[src/ebc_pkg.sv]
// constants and types for the external bus control block
package ebc_pkg;
  // bus widths
  localparam int unsigned ADDR_W     = 23;
  localparam int unsigned ADDR_LO_W  = 16;
  localparam int unsigned ADDR_HI_W  = ADDR_W - ADDR_LO_W;
  localparam int unsigned DATA_W     = 16;
  localparam int unsigned WS_W       = 3;

  // external space codes
  localparam logic [1:0] SPACE_DATA  = 2'h0;
  localparam logic [1:0] SPACE_PROG  = 2'h1;
  localparam logic [1:0] SPACE_IO    = 2'h2;

  // wait state figures
  localparam logic [WS_W-1:0] WS_NONE      = 3'h0;
  localparam logic [WS_W-1:0] WS_LAST      = 3'h1;
  localparam logic [WS_W-1:0] WS_READY_MIN = 3'h2;

  // reset and idle levels
  localparam logic               PIN_HIGH   = 1'b1;
  localparam logic               PIN_LOW    = 1'b0;
  localparam logic [ADDR_W-1:0]  ADDR_RST   = 23'h00_0000;
  localparam logic [DATA_W-1:0]  DATA_RST   = 16'h0000;

  typedef enum logic [2:0] {
    EBC_IDLE  = 3'h0,
    EBC_ACC   = 3'h1,
    EBC_SWAIT = 3'h3,
    EBC_RDY   = 3'h2,
    EBC_HOLD  = 3'h4
  } ebc_state_t;
endpackage : ebc_pkg

[src/ebc_wait_if.sv]
// carrier between the bus controller and its wait state counter
`timescale 1ns/1ps
`default_nettype none
interface ebc_wait_if;
  import ebc_pkg::*;
  logic            load;
  logic [WS_W-1:0] load_val;
  logic            dec;
  logic [WS_W-1:0] cnt;
  logic [WS_W-1:0] cnt_next;
  modport ctrl    (output load, output load_val, output dec, input cnt, input cnt_next);
  modport counter (input load, input load_val, input dec, output cnt, output cnt_next);
endinterface : ebc_wait_if
`default_nettype wire

[src/ebc_wait_counter.sv]
// software wait state down counter
`timescale 1ns/1ps
`default_nettype none
module ebc_wait_counter
  import ebc_pkg::*;
(
  // clock and reset
  input  wire logic ref_clk_i,
  input  wire logic srst_i,
  // controller side
  ebc_wait_if.counter wif
);
  always_comb begin
    if (wif.load) begin
      wif.cnt_next = wif.load_val;
    end else if (wif.dec && (wif.cnt != WS_NONE)) begin
      wif.cnt_next = wif.cnt - WS_LAST;
    end else begin
      wif.cnt_next = wif.cnt;
    end
  end

  always_ff @(posedge ref_clk_i) begin
    if (srst_i) begin
      wif.cnt <= WS_NONE;
    end else begin
      wif.cnt <= wif.cnt_next;
    end
  end
endmodule : ebc_wait_counter
`default_nettype wire

[src/ebc_bus_ctrl.sv]
// external parallel bus control: space selects, strobes, waits and hold
`timescale 1ns/1ps
`default_nettype none
// Operation
// - space selects idle high; only the accessed space goes low while address valid.
// - space selects float during hold or while output float is low.
// - memory strobe low only for external data or program accesses.
// - I/O strobe low only for external I/O accesses.
// - direction high meaning read; low only during an external write.
// - strobes and direction float during hold or while output float is low.
// - ready low means wait one more cycle and sample again.
// - ready sampled only with two or more wait states, after they finish.
// - a bus release request, once granted, floats address, data and control.
// - grant asserted only while in hold with the bus floated.
// - grant output floats while output float is low.
// - low sixteen address lines driven except in hold or while output float is low; upper seven only for program space.
// - data floats unless writing, in reset, on release request, or float.
// - wait-complete low from first wait state, high from start of last.
module ebc_bus_ctrl
  import ebc_pkg::*;
(
  // clock and reset
  input  wire logic                 ref_clk_i,
  input  wire logic                 srst_i,
  // cpu request side
  input  wire logic                 req_i,
  input  wire logic [1:0]           space_i,
  input  wire logic                 write_i,
  input  wire logic [ADDR_W-1:0]    addr_i,
  input  wire logic [DATA_W-1:0]    wdata_i,
  input  wire logic [WS_W-1:0]      wait_states_i,
  output logic                      done_o,
  output logic [DATA_W-1:0]         rdata_o,
  // external control inputs
  input  wire logic                 ready_i,
  input  wire logic                 bus_release_req_n_i,
  input  wire logic                 output_float_n_i,
  // address and data pins
  output logic [ADDR_W-1:0]         addr_o,
  output logic                      addr_lo_oe_o,
  output logic                      addr_hi_oe_o,
  input  wire logic [DATA_W-1:0]    data_i,
  output logic [DATA_W-1:0]         data_o,
  output logic                      data_oe_o,
  // space selects
  output logic                      data_space_select_n_o,
  output logic                      program_space_select_n_o,
  output logic                      io_space_select_n_o,
  output logic                      select_oe_o,
  // strobes and direction
  output logic                      memory_strobe_n_o,
  output logic                      io_strobe_n_o,
  output logic                      read_write_n_o,
  output logic                      strobe_oe_o,
  // wait complete and bus grant
  output logic                      wait_complete_n_o,
  output logic                      wait_complete_oe_o,
  output logic                      bus_release_grant_n_o,
  output logic                      bus_release_grant_oe_o
);
  ebc_state_t          state_reg;
  ebc_state_t          state_next;
  logic [1:0]          space_reg;
  logic                write_reg;
  logic [ADDR_W-1:0]   addr_reg;
  logic [DATA_W-1:0]   wdata_reg;
  logic [WS_W-1:0]     ws_reg;
  logic                accept;
  logic                in_access_next;
  logic                finish;
  logic                ws_ready;

  ebc_wait_if wif ();

  ebc_wait_counter ebc_wait_counter_inst (
    .ref_clk_i (ref_clk_i),
    .srst_i    (srst_i),
    .wif       (wif.counter)
  );

  assign ws_ready = (ws_reg >= WS_READY_MIN);
  assign accept   = (state_reg == EBC_IDLE) && bus_release_req_n_i && req_i;

  // next state
  always_comb begin
    state_next   = state_reg;
    wif.load     = 1'b0;
    wif.load_val = ws_reg;
    wif.dec      = 1'b0;
    case (state_reg)
      EBC_IDLE: begin
        if (!bus_release_req_n_i) begin
          state_next = EBC_HOLD;
        end else if (req_i) begin
          state_next = EBC_ACC;
        end
      end
      EBC_ACC: begin
        if (ws_reg == WS_NONE) begin
          state_next = EBC_IDLE;
        end else begin
          wif.load   = 1'b1;
          state_next = EBC_SWAIT;
        end
      end
      EBC_SWAIT: begin
        wif.dec = 1'b1;
        if (wif.cnt == WS_LAST) begin
          state_next = ws_ready ? EBC_RDY : EBC_IDLE;
        end
      end
      EBC_RDY: begin
        if (ready_i) begin
          state_next = EBC_IDLE;
        end
      end
      EBC_HOLD: begin
        if (bus_release_req_n_i) begin
          state_next = EBC_IDLE;
        end
      end
      default: begin
        state_next = EBC_IDLE;
      end
    endcase
  end

  assign in_access_next = (state_next == EBC_ACC) || (state_next == EBC_SWAIT)
                          || (state_next == EBC_RDY);
  assign finish = (state_reg != EBC_IDLE) && (state_reg != EBC_HOLD)
                  && (state_next == EBC_IDLE);

  // state
  always_ff @(posedge ref_clk_i) begin
    if (srst_i) begin
      state_reg <= EBC_IDLE;
    end else begin
      state_reg <= state_next;
    end
  end

  // request capture
  always_ff @(posedge ref_clk_i) begin
    if (srst_i) begin
      space_reg <= SPACE_DATA;
      write_reg <= PIN_LOW;
      addr_reg  <= ADDR_RST;
      wdata_reg <= DATA_RST;
      ws_reg    <= WS_NONE;
    end else if (accept) begin
      space_reg <= space_i;
      write_reg <= write_i;
      addr_reg  <= addr_i;
      wdata_reg <= wdata_i;
      ws_reg    <= wait_states_i;
    end
  end

  // cpu answer
  always_ff @(posedge ref_clk_i) begin
    if (srst_i) begin
      done_o  <= PIN_LOW;
      rdata_o <= DATA_RST;
    end else begin
      done_o <= finish;
      if (finish && !write_reg) begin
        rdata_o <= data_i;
      end
    end
  end

  // address and data pins
  always_ff @(posedge ref_clk_i) begin
    if (srst_i) begin
      addr_o       <= ADDR_RST;
      addr_lo_oe_o <= PIN_LOW;
      addr_hi_oe_o <= PIN_LOW;
      data_o       <= DATA_RST;
      data_oe_o    <= PIN_LOW;
    end else begin
      addr_o       <= accept ? addr_i : addr_reg;
      addr_lo_oe_o <= output_float_n_i && (state_next != EBC_HOLD);
      addr_hi_oe_o <= output_float_n_i && in_access_next
                      && ((accept ? space_i : space_reg) == SPACE_PROG);
      data_o       <= accept ? wdata_i : wdata_reg;
      data_oe_o    <= output_float_n_i && bus_release_req_n_i && in_access_next
                      && (accept ? write_i : write_reg);
    end
  end

  // space selects, strobes and direction
  always_ff @(posedge ref_clk_i) begin
    if (srst_i) begin
      data_space_select_n_o    <= PIN_HIGH;
      program_space_select_n_o <= PIN_HIGH;
      io_space_select_n_o      <= PIN_HIGH;
      memory_strobe_n_o        <= PIN_HIGH;
      io_strobe_n_o            <= PIN_HIGH;
      read_write_n_o           <= PIN_HIGH;
      select_oe_o              <= PIN_LOW;
      strobe_oe_o              <= PIN_LOW;
    end else begin
      data_space_select_n_o    <= !(in_access_next
                                    && ((accept ? space_i : space_reg) == SPACE_DATA));
      program_space_select_n_o <= !(in_access_next
                                    && ((accept ? space_i : space_reg) == SPACE_PROG));
      io_space_select_n_o      <= !(in_access_next
                                    && ((accept ? space_i : space_reg) == SPACE_IO));
      memory_strobe_n_o        <= !(in_access_next
                                    && ((accept ? space_i : space_reg) != SPACE_IO));
      io_strobe_n_o            <= !(in_access_next
                                    && ((accept ? space_i : space_reg) == SPACE_IO));
      read_write_n_o           <= !(in_access_next && (accept ? write_i : write_reg));
      select_oe_o              <= output_float_n_i && (state_next != EBC_HOLD);
      strobe_oe_o              <= output_float_n_i && (state_next != EBC_HOLD);
    end
  end

  // wait complete and bus grant
  always_ff @(posedge ref_clk_i) begin
    if (srst_i) begin
      wait_complete_n_o      <= PIN_HIGH;
      wait_complete_oe_o     <= PIN_LOW;
      bus_release_grant_n_o  <= PIN_HIGH;
      bus_release_grant_oe_o <= PIN_LOW;
    end else begin
      wait_complete_n_o      <= !((state_next == EBC_SWAIT) && ws_ready
                                  && (wif.cnt_next > WS_LAST));
      wait_complete_oe_o     <= output_float_n_i;
      bus_release_grant_n_o  <= !(state_next == EBC_HOLD);
      bus_release_grant_oe_o <= output_float_n_i;
    end
  end
endmodule : ebc_bus_ctrl
`default_nettype wire

[config.mk]
export PLATFORM = sky130hd
export DESIGN_NAME = ebc_bus_ctrl
export DESIGN_NICKNAME = d
export VERILOG_FILES = /design/src/ebc_pkg.sv /design/src/ebc_wait_if.sv /design/src/ebc_wait_counter.sv /design/src/ebc_bus_ctrl.sv
export SDC_FILE = /design/constraint.sdc
export NUM_CORES = 1
export LEC_CHECK = 0
export BUFFER_PORTS_ARGS = -buffer_cell sky130_fd_sc_hd__buf_4
export CAP_MARGIN = 10
export CORE_MARGIN = 5
export CORE_UTILIZATION = 47
export CTS_CLUSTER_DIAMETER = 30
export DETAILED_ROUTE_END_ITERATION = 16
export PLACE_DENSITY_LB_ADDON = 0.3
export SETUP_SLACK_MARGIN = 0.3
export SLEW_MARGIN = 20
export SYNTH_ARGS = -nofsm -noshare
export SYNTH_HDL_FRONTEND = slang
export SYNTH_HIERARCHICAL = 1
export SYNTH_SLANG_ARGS = --single-unit
[constraint.sdc]
create_clock -name ref_clk_i -period 2.3 [get_ports ref_clk_i]
set_clock_uncertainty 0.2 [all_clocks]
set_input_delay 0.23 -clock ref_clk_i [delete_from_list [all_inputs] [get_ports ref_clk_i]]
set_output_delay 0.23 -clock ref_clk_i [all_outputs]
set_load 0.05 [all_outputs]
==> impl_metrics.env, run 1 <==
export IMPL_grt_remaining_overflow=0
export IMPL_clock_latency_ps=340
export IMPL_met1Wirelength_um=3770
export IMPL_p_sw_share_pct=26.4
export IMPL_cts_max_level=3
export IMPL_power_frac_seq_pct=44.0
export IMPL_timing_critical_path_to_type="flop"
export IMPL_setup_total_negative_slack_ps=0
export IMPL_number_of_buffers_inserted_during_clock_tree_synthesis=9
export IMPL_synth_net_count=421
export IMPL_design_core_area_um2=6350
export IMPL_postSynthAreaPerCell_um2=8.69
export IMPL_holdCritPathClass="in -> reg"
export IMPL_tritoncts="built"
export IMPL_max_flop_register="addr_o"
export IMPL_largestRegisters="addr_o (23), data_o (16), rdata_o (16)"
export IMPL_total_power_mw=3.32
export IMPL_finalHoldViolations=0
export IMPL_wirelength_um=9350
export IMPL_globalplace_congestion=0.837
export IMPL_fmax_mhz=493
export IMPL_mostFrequentLayoutCell="buf_4"
export IMPL_clock_root_buffer="clkbuf_8"
export IMPL_grt_first_pass_wirelength_um=15000
export IMPL_share_of_cells_above_drive_strength_1_pct=33.7
export IMPL_layout_worst_path_cycle_share_pct=88.1
export IMPL_cellLeakagePower_nw=2.19
export IMPL_top_level_ports=138
export IMPL_route_detailed_vias_per_inst=5.00
export IMPL_cts_max_path_buffers=2
export IMPL_yosysWarnings=6
export IMPL_postRouteAntennaNets=0
export IMPL_intPower_mw=2.44
export IMPL_maxSlewHeadroom_pct=57.3
export IMPL_drt_drc_violations_left=0
export IMPL_combPwrFrac_pct=19.5
export IMPL_crit_arrival_ps=2100
export IMPL_die_height_um=90.7
export IMPL_floorplan_rows=29
export IMPL_port_buffer_count=137
export IMPL_final_period_minus_worst_setup_slack_ps=2030
export IMPL_worstMarginPinSlew_ps=635
export IMPL_dpl_hpwl_um=5650
export IMPL_wl_met2_um=4740
export IMPL_largest_register_ff_count=23
export IMPL_nets=622
export IMPL_rsz_0062_raised_after_global_routing="true"
export IMPL_drt_wirelength_per_cell_um=14.7
export IMPL_drtPass1Iterations=6
export IMPL_ir_drop_v=0.000422
export IMPL_floorplan_die_width_um=90.7
export IMPL_number_of_antenna_violations_at_the_first_check_in_global_routing=0
export IMPL_tritoncts_num_sinks=79
export IMPL_maxCapViolations=0
export IMPL_start_kind="flop"
export IMPL_first_global_vias=3138
export IMPL_clkPwrFrac_pct=36.5
export IMPL_power_switching_mw=0.876
export IMPL_finalSetupViolCount=0
export IMPL_timing_setup_critical_path_class="reg -> reg"
export IMPL_pin_count_of_the_biggest_net_entering_global_routing=54
export IMPL_highest_count_cells_in_the_layout_ignoring_fill_and_taps="buf_4, nand2_1, dfxtp_1, dlygate4sd3_1, a21oi_1"
export IMPL_timing_critical_path_fanout_max=8
export IMPL_globalRouteTotalUtil_pct=22.0
export IMPL_syn_cell_area_um2=3060
export IMPL_detailedRoute_firstIterationViolations=136
export IMPL_report_final_slew_viol_count=0
export IMPL_syn_to_final_growth_pct=68.1
export IMPL_status="complete, no violations"
export IMPL_die_area_um2=8220
export IMPL_cts_clk_slew_worst_paths_ps=80
export IMPL_antenna_cells=0
export IMPL_route_met3_wl_um=661
export IMPL_p_per_area_nw_per_um2=645
export IMPL_worst_ep_required_time_ps=2370
export IMPL_initial_core_util_pct=48.2
export IMPL_routed_top_layer="met4"
export IMPL_post_synth_inst_count=352
export IMPL_vias=3177
## layer usage
metal	global-route usage [%]	vias up
li1	-	1567
met1	26.3	1486
met2	37.2	109
met3	6.92	15
met4	7.57	0
met5	0	-
## power groups by stage
stage	clock network [mW]	registers [mW]	logic [mW]
global route	1.30	1.47	0.686
CTS	1.23	1.46	0.624
detailed placement	0	1.49	0.533
finish	1.21	1.46	0.646
global placement	0	1.49	0.528
floorplan	0	1.66	0.160
## critical path: stages (launching register included)
cell and delay, ps:
dfxtp_2 340, or3b_4 380, o31a_1 340, nor3_4 280, clkbuf_16 230, mux2i_1 180
## final timing paths
kind                                                from                 endpoint  slack (ps)  depth (start not counted)
max          ebc_wait_counter_inst/wif.cnt[0]$_SDFF_PP0_  rdata_o[0]$_SDFFE_PP0P_         270                          5
min                                               srst_i  state_reg[1]$_SDFF_PP0_         130                          2
max reg2reg  ebc_wait_counter_inst/wif.cnt[0]$_SDFF_PP0_  rdata_o[0]$_SDFFE_PP0P_         270                          5
min reg2reg                      addr_o[15]$_SDFFE_PP0P_  addr_o[15]$_SDFFE_PP0P_         260                          2
## cell type report
class                   count  area (µm²)
clock inverters             2        60.1
fillers                   392        1210
multi-input cells         240        1380
flip-flops and latches     79        1590
well taps                  77        96.3
inverters                   8        30.0
clock buffers              14         183
repair buffers            215        1810
## per-stage QoR
stage	area (µm²)	utilization (%)	worst slack, ps	instances	hold WS, ps
finish	5140	81.0	273	635	133
global placement	4120	64.9	248	549	242
CTS	5020	79.1	271	628	124
floorplan	3060	-	333	352	94.6
global route	5140	81.0	206	635	139
detailed placement	4120	64.9	211	549	247
## timing repair
item	in CTS	in global routing
pin swaps	0	4
resized for setup	5	17
setup endpoints to repair	12	40
setup buffers	0	6
cloned	0	1
hold buffers	63	0
endpoints found under the hold margin	64	0
Note: power is estimated with default switching activity, not from simulation.
==> inputs of run 2 (changes only) <==
--- a/config.mk
+++ b/config.mk
@@ -11,7 +11,7 @@
 export CORE_UTILIZATION = 47
 export CTS_CLUSTER_DIAMETER = 30
 export DETAILED_ROUTE_END_ITERATION = 16
-export PLACE_DENSITY_LB_ADDON = 0.3
+export PLACE_DENSITY = 0.86
 export SETUP_SLACK_MARGIN = 0.3
 export SLEW_MARGIN = 20
 export SYNTH_ARGS = -nofsm -noshare
==> impl_metrics.env, run 2 (synthesis results as in run 1) <==
export IMPL_status="complete, no violations"
export IMPL_timing_final_ws_setup_ps=252
export IMPL_fill_cells=389
export IMPL_share_of_cells_above_drive_strength_1_pct=34.0
export IMPL_detailedRoute_firstIterationViolations=142
export IMPL_die_height_um=90.7
export IMPL_report_final_slew_viol_count=0
export IMPL_p_per_area_nw_per_um2=637
export IMPL_maxSlewHeadroom_pct=56.5
export IMPL_dpl_hpwl_um=5880
export IMPL_drt_drc_violations_left=0
export IMPL_start_kind="flop"
export IMPL_clock_root_buffer="clkbuf_8"
export IMPL_floorplan_rows=29
export IMPL_worstMarginPinSlew_ps=647
export IMPL_postRouteAntennaNets=0
export IMPL_post_place_ws_ps=-44.3
export IMPL_number_of_antenna_violations_at_the_first_check_in_global_routing=0
export IMPL_syn_to_final_growth_pct=66.7
export IMPL_max_flop_register="addr_o"
export IMPL_mostFrequentLayoutCell="buf_4"
export IMPL_nets=617
export IMPL_power_frac_seq_pct=45.0
export IMPL_clkPwrFrac_pct=35.5
export IMPL_cts_max_path_buffers=2
export IMPL_pin_count_of_the_biggest_net_entering_global_routing=54
export IMPL_globalRouteTotalUtil_pct=23.0
export IMPL_finalSetupViolCount=0
export IMPL_crit_arrival_ps=2050
export IMPL_dp_cells=546
export IMPL_ir_drop_v=0.000480
export IMPL_initial_core_util_pct=48.2
export IMPL_tritoncts="built"
export IMPL_p_sw_share_pct=27.1
export IMPL_tritoncts_num_sinks=79
export IMPL_first_global_vias=3211
export IMPL_wirelength_um=9660
export IMPL_floorplan_die_width_um=90.7
export IMPL_timing_setup_critical_path_class="reg -> reg"
export IMPL_cts_max_level=3
export IMPL_power_switching_mw=0.882
export IMPL_rsz_0062_raised_after_global_routing="true"
export IMPL_timing_critical_path_to_type="flop"
export IMPL_drt_wirelength_per_cell_um=15.3
export IMPL_cts_clk_slew_worst_paths_ps=70
export IMPL_clock_latency_ps=320
export IMPL_cellLeakagePower_nw=2.17
export IMPL_vias=3149
export IMPL_maxCapViolations=0
export IMPL_port_buffer_count=137
export IMPL_fmax_mhz=488
export IMPL_finalHoldViolations=0
export IMPL_highest_count_cells_in_the_layout_ignoring_fill_and_taps="buf_4, nand2_1, dfxtp_1, dlygate4sd3_1, a21oi_1"
export IMPL_globalplace_congestion=0.874
export IMPL_largestRegisters="addr_o (23), data_o (16), rdata_o (16)"
export IMPL_timing_critical_path_fanout_max=5
export IMPL_final_period_minus_worst_setup_slack_ps=2050
export IMPL_grt_remaining_overflow=0
export IMPL_holdCritPathClass="in -> reg"
export IMPL_layout_worst_path_cycle_share_pct=89.0
export IMPL_worst_hold_slack_ps=46.7
export IMPL_final_cell_count_no_fill=632
export IMPL_number_of_buffers_inserted_during_clock_tree_synthesis=9
export IMPL_design_core_area_um2=6350
export IMPL_die_area_um2=8220
export IMPL_drtPass1Iterations=6
export IMPL_top_level_ports=138
export IMPL_combPwrFrac_pct=19.5
export IMPL_worst_ep_required_time_ps=2300
export IMPL_route_detailed_vias_per_inst=4.98
export IMPL_largest_register_ff_count=23
export IMPL_intPower_mw=2.37
export IMPL_grt_first_pass_wirelength_um=15500
[run 2: critical path: stages, from the launching register on]
cell and delay [ps]:
dfxtp_2 360, o311ai_4 320, inv_2 90, inv_2 100
o211ai_1 130, nand2_1 110, o22ai_2 60, or4b_1 530
[run 2: power by group through the flow]
stage          Clock, mW  Sequential, mW  Combinational [mW]
6_report            1.15            1.46               0.635
5_1_grt             1.23            1.47               0.674
2_1_floorplan          0            1.66               0.160
3_5_place_dp           0            1.49               0.531
4_1_cts             1.18            1.46               0.623
3_3_place_gp           0            1.49               0.523
[run 2: cell type report]
cell class	count	area, µm²	area share, %
sequential	79	1590	31.2
antenna	2	5.00	0.0981
tap	77	96.3	1.89
clock buffer	11	151	2.97
multi-input combinational	240	1390	27.3
clock inverter	5	80.1	1.57
timing repair buffer	210	1750	34.3
inverter	8	30.0	0.589
[run 2: final timing paths]
| kind | from | to | slack [ps] | cells past startpoint |
|---|---|---|---|---|
| min reg2reg | addr_o[3]$_SDFFE_PP0P_ | addr_o[3]$_SDFFE_PP0P_ | 260 | 2 |
| min | output_float_n_i | strobe_oe_o$_SDFF_PP0_ | 50 | 3 |
| max | wif.load_val[1]$_SDFFE_PP0P_ | wait_complete_n_o$_SDFF_PP1_ | 250 | 7 |
| max reg2reg | wif.load_val[1]$_SDFFE_PP0P_ | wait_complete_n_o$_SDFF_PP1_ | 250 | 7 |
[run 2: through the flow]
step	cell area, µm²	util [%]	TNS (ps)	total power [mW]
final	5100	80.3	0	3.25
after global routing	5090	80.2	0	3.37
after CTS	5010	79.0	0	3.26
after detailed placement	4100	64.6	-101	2.02
after global placement	4100	64.6	0	2.01
after floorplan	3060	-	0	1.82
[run 2: metal layers]
metal  vias to the layer above  routed length (µm)  track usage [%]
met1                      1449                3690             24.8
li1                       1556                   -                -
met4                         0                 310             12.5
met5                         -                   0                0
met2                       117                5130             41.1
met3                        27                 538             5.08
[run 2: timing repair]
action,in CTS,in global routing
setup buffers,3,3
pin swaps,1,6
resized for setup,10,14
endpoints found under the hold margin,63,0
hold buffers,62,0
setup endpoints to repair,24,22
==> inputs of run 3 (changes only) <==
--- a/config.mk
+++ b/config.mk
@@ -5,8 +5,8 @@
 export SDC_FILE = /design/constraint.sdc
 export NUM_CORES = 1
 export LEC_CHECK = 0
+export ABC_AREA = 1
 export BUFFER_PORTS_ARGS = -buffer_cell sky130_fd_sc_hd__buf_4
-export CAP_MARGIN = 10
 export CORE_MARGIN = 5
 export CORE_UTILIZATION = 47
 export CTS_CLUSTER_DIAMETER = 30
==> impl_metrics.env, run 3 <==
export IMPL_path_delay_family="simple AND/OR/NAND/NOR gates"
export IMPL_floorplan_rows=29
export IMPL_cpMaxStageDelayCell="dfxtp_1"
export IMPL_r2r_start="state_reg[0]$_SDFF_PP0_"
export IMPL_tritoncts_num_sinks=79
export IMPL_globalRouteTotalUtil_pct=26.4
export IMPL_status="finished with violations"
export IMPL_postSynthAreaPerCell_um2=7.59
export IMPL_holdCritPathClass="in -> reg"
export IMPL_die_area_um2=8380
export IMPL_critical_path_buffers_and_inverters=3
export IMPL_cts_max_level=3
export IMPL_globalplace_congestion=0.854
export IMPL_maxSlewHeadroom_pct=56.0
export IMPL_clock_latency_ps=360
export IMPL_p_per_area_nw_per_um2=680
export IMPL_initial_core_util_pct=48.7
export IMPL_tritoncts="built"
export IMPL_post_synth_inst_count=412
export IMPL_max_flop_register="addr_o"
export IMPL_design_core_area_um2=6420
export IMPL_setup_total_negative_slack_ps=0
export IMPL_grt_first_pass_wirelength_um=17900
export IMPL_ir_drop_v=0.000419
export IMPL_die_height_um=91.6
export IMPL_path_cells="nand2_1, nor2_4, nand2_2, nand2_4, nor2_4, inv_2, nor2_4, buf_4, inv_1, nand2_1, nor3_1"
export IMPL_timing_critical_path_fanout_max=7
export IMPL_synth_net_count=481
export IMPL_drt_drc_violations_left=0
export IMPL_number_of_antenna_violations_at_the_first_check_in_global_routing=1
export IMPL_mostFrequentLayoutCell="buf_4"
export IMPL_maxCapViolations=0
export IMPL_largestRegisters="addr_o (23), data_o (16), rdata_o (16)"
export IMPL_r2r_setup_slack_ps=350
export IMPL_report_final_slew_viol_count=0
export IMPL_dp_cells=606
export IMPL_hold_depth=5
export IMPL_crit_arrival_ps=2010
export IMPL_timing_critical_path_mode_cell="nor2_4"
export IMPL_grt_remaining_overflow=0
export IMPL_yosysWarnings=6
export IMPL_number_of_buffers_inserted_during_clock_tree_synthesis=9
export IMPL_first_global_vias=3786
export IMPL_violations="negative hold slack"
export IMPL_route_detailed_vias_per_inst=5.11
export IMPL_drt_wirelength_per_cell_um=16.2
export IMPL_final_period_minus_worst_setup_slack_ps=1950
export IMPL_delay_contributed_by_the_slowest_stage_of_the_critical_path_ps=410
export IMPL_worst_ep_required_time_ps=2360
export IMPL_hold_path_startpoint="data_i[1]"
export IMPL_largest_register_ff_count=23
export IMPL_detailedRoute_firstIterationViolations=160
export IMPL_worst_hold_slack_ps=-0.743
export IMPL_cts_max_path_buffers=2
export IMPL_port_buffer_count=137
export IMPL_worst_r2r_path_depth=11
export IMPL_nets=665
export IMPL_share_of_cells_above_drive_strength_1_pct=30.3
export IMPL_floorplan_die_width_um=91.6
export IMPL_finalSetupViolCount=0
export IMPL_timing_setup_critical_path_class="reg -> reg"
export IMPL_worstMarginPinSlew_ps=660
export IMPL_drtPass1Iterations=5
export IMPL_syn_cell_area_um2=3130
export IMPL_hold_path_endpoint="rdata_o[1]$_SDFFE_PP0P_"
export IMPL_timing_critical_path_to_type="flop"
export IMPL_wirelength_um=11000
export IMPL_clock_root_buffer="clkbuf_8"
export IMPL_fill_cells=435
export IMPL_final_cell_count_no_fill=679
export IMPL_finalHoldViolations=1
export IMPL_postRouteAntennaNets=0
export IMPL_cellLeakagePower_nw=2.31
export IMPL_vias=3467
export IMPL_dpl_hpwl_um=6450
export IMPL_start_kind="flop"
export IMPL_cts_clk_slew_worst_paths_ps=90
export IMPL_fmax_mhz=513
export IMPL_layout_worst_path_cycle_share_pct=84.8
export IMPL_pin_count_of_the_biggest_net_entering_global_routing=35
export IMPL_highest_count_cells_in_the_layout_ignoring_fill_and_taps="buf_4, nand2_1, dfxtp_1, dlygate4sd3_1, a21oi_1"
export IMPL_worst_r2r_endpoint="data_oe_o$_SDFF_PP0_"
export IMPL_syn_to_final_growth_pct=58.3
export IMPL_rsz_0062_raised_after_global_routing="true"
export IMPL_top_level_ports=138
[run 3: how the worst max path moves through the flow]
stage / start / to / slack [ps] / depth (start not counted)
after floorplan: state_reg[1]$_SDFF_PP0_ / rdata_o[10]$_SDFFE_PP0P_ / 680 / 10
after CTS: wif.load_val[1]$_SDFFE_PP0P_ / data_oe_o$_SDFF_PP0_ / 300 / 11
after global routing: state_reg[2]$_SDFF_PP0_ / memory_strobe_n_o$_SDFF_PP1_ / 280 / 8
final: state_reg[0]$_SDFF_PP0_ / data_oe_o$_SDFF_PP0_ / 350 / 11
after global placement: state_reg[1]$_SDFF_PP0_ / data_oe_o$_SDFF_PP0_ / 390 / 9
after detailed placement: state_reg[1]$_SDFF_PP0_ / data_oe_o$_SDFF_PP0_ / 280 / 9
[run 3: timing repair]
action,in CTS,in global routing
resized for setup,0,2
hold buffers,51,0
pin swaps,2,1
setup endpoints to repair,5,22
endpoints found under the hold margin,54,0
buffers inserted,4,1
[run 3: layout make-up]
cell class | count | area (µm²) | area share (%)
Antenna cell | 1 | 2.50 | 0.0505
Clock buffer | 10 | 138 | 2.78
Clock inverter | 6 | 75.1 | 1.52
Inverter | 41 | 154 | 3.11
Multi-Input combinational cell | 268 | 1260 | 25.4
Sequential cell | 79 | 1580 | 32.0
Tap cell | 77 | 96.3 | 1.95
Timing Repair Buffer | 197 | 1640 | 33.2
[run 3: routing by layer]
layer / vias up / routed length, µm / track usage (%)
li1: 1664 / - / -
met1: 1593 / 4040 / 28.0
met2: 184 / 5580 / 47.8
met3: 26 / 1070 / 7.85
met4: 0 / 286 / 12.4
met5: - / 0 / 0
[run 3: metrics by stage]
step | area [µm²] | power [mW] | utilization (%) | hold WS [ps] | worst slack [ps]
6_report | 4950 | 3.36 | 77.1 | -0.743 | 350
5_1_grt | 4950 | 3.49 | 77.1 | 20.6 | 284
4_1_cts | 4920 | 3.33 | 76.6 | 0.773 | 300
3_5_place_dp | 4160 | 2.16 | 64.7 | 255 | 284
3_3_place_gp | 4160 | 2.15 | 64.7 | 249 | 391
2_1_floorplan | 3130 | 1.93 | - | 99.1 | 681
[run 3: power by group]
| part | leakage, nW | switching (mW) | total [mW] | internal [mW] |
|---|---|---|---|---|
| registers | 0.644 | 0.0426 | 1.48 | 1.44 |
| logic | 1.56 | 0.469 | 0.767 | 0.298 |
| clock network | 0.105 | 0.570 | 1.12 | 0.548 |
| total | 2.31 | 1.08 | 3.36 | 2.28 |
[run 3: worst register-to-register path, cell delays in order (launching register included)]
cell     delay (ps)
dfxtp_1         410
nand2_1         120
nor2_4          210
nand2_2         140
nand2_4          90
nor2_4           40
inv_2            80
nor2_4           50
buf_4           140
inv_1            90
nand2_1          80
nor3_1          220
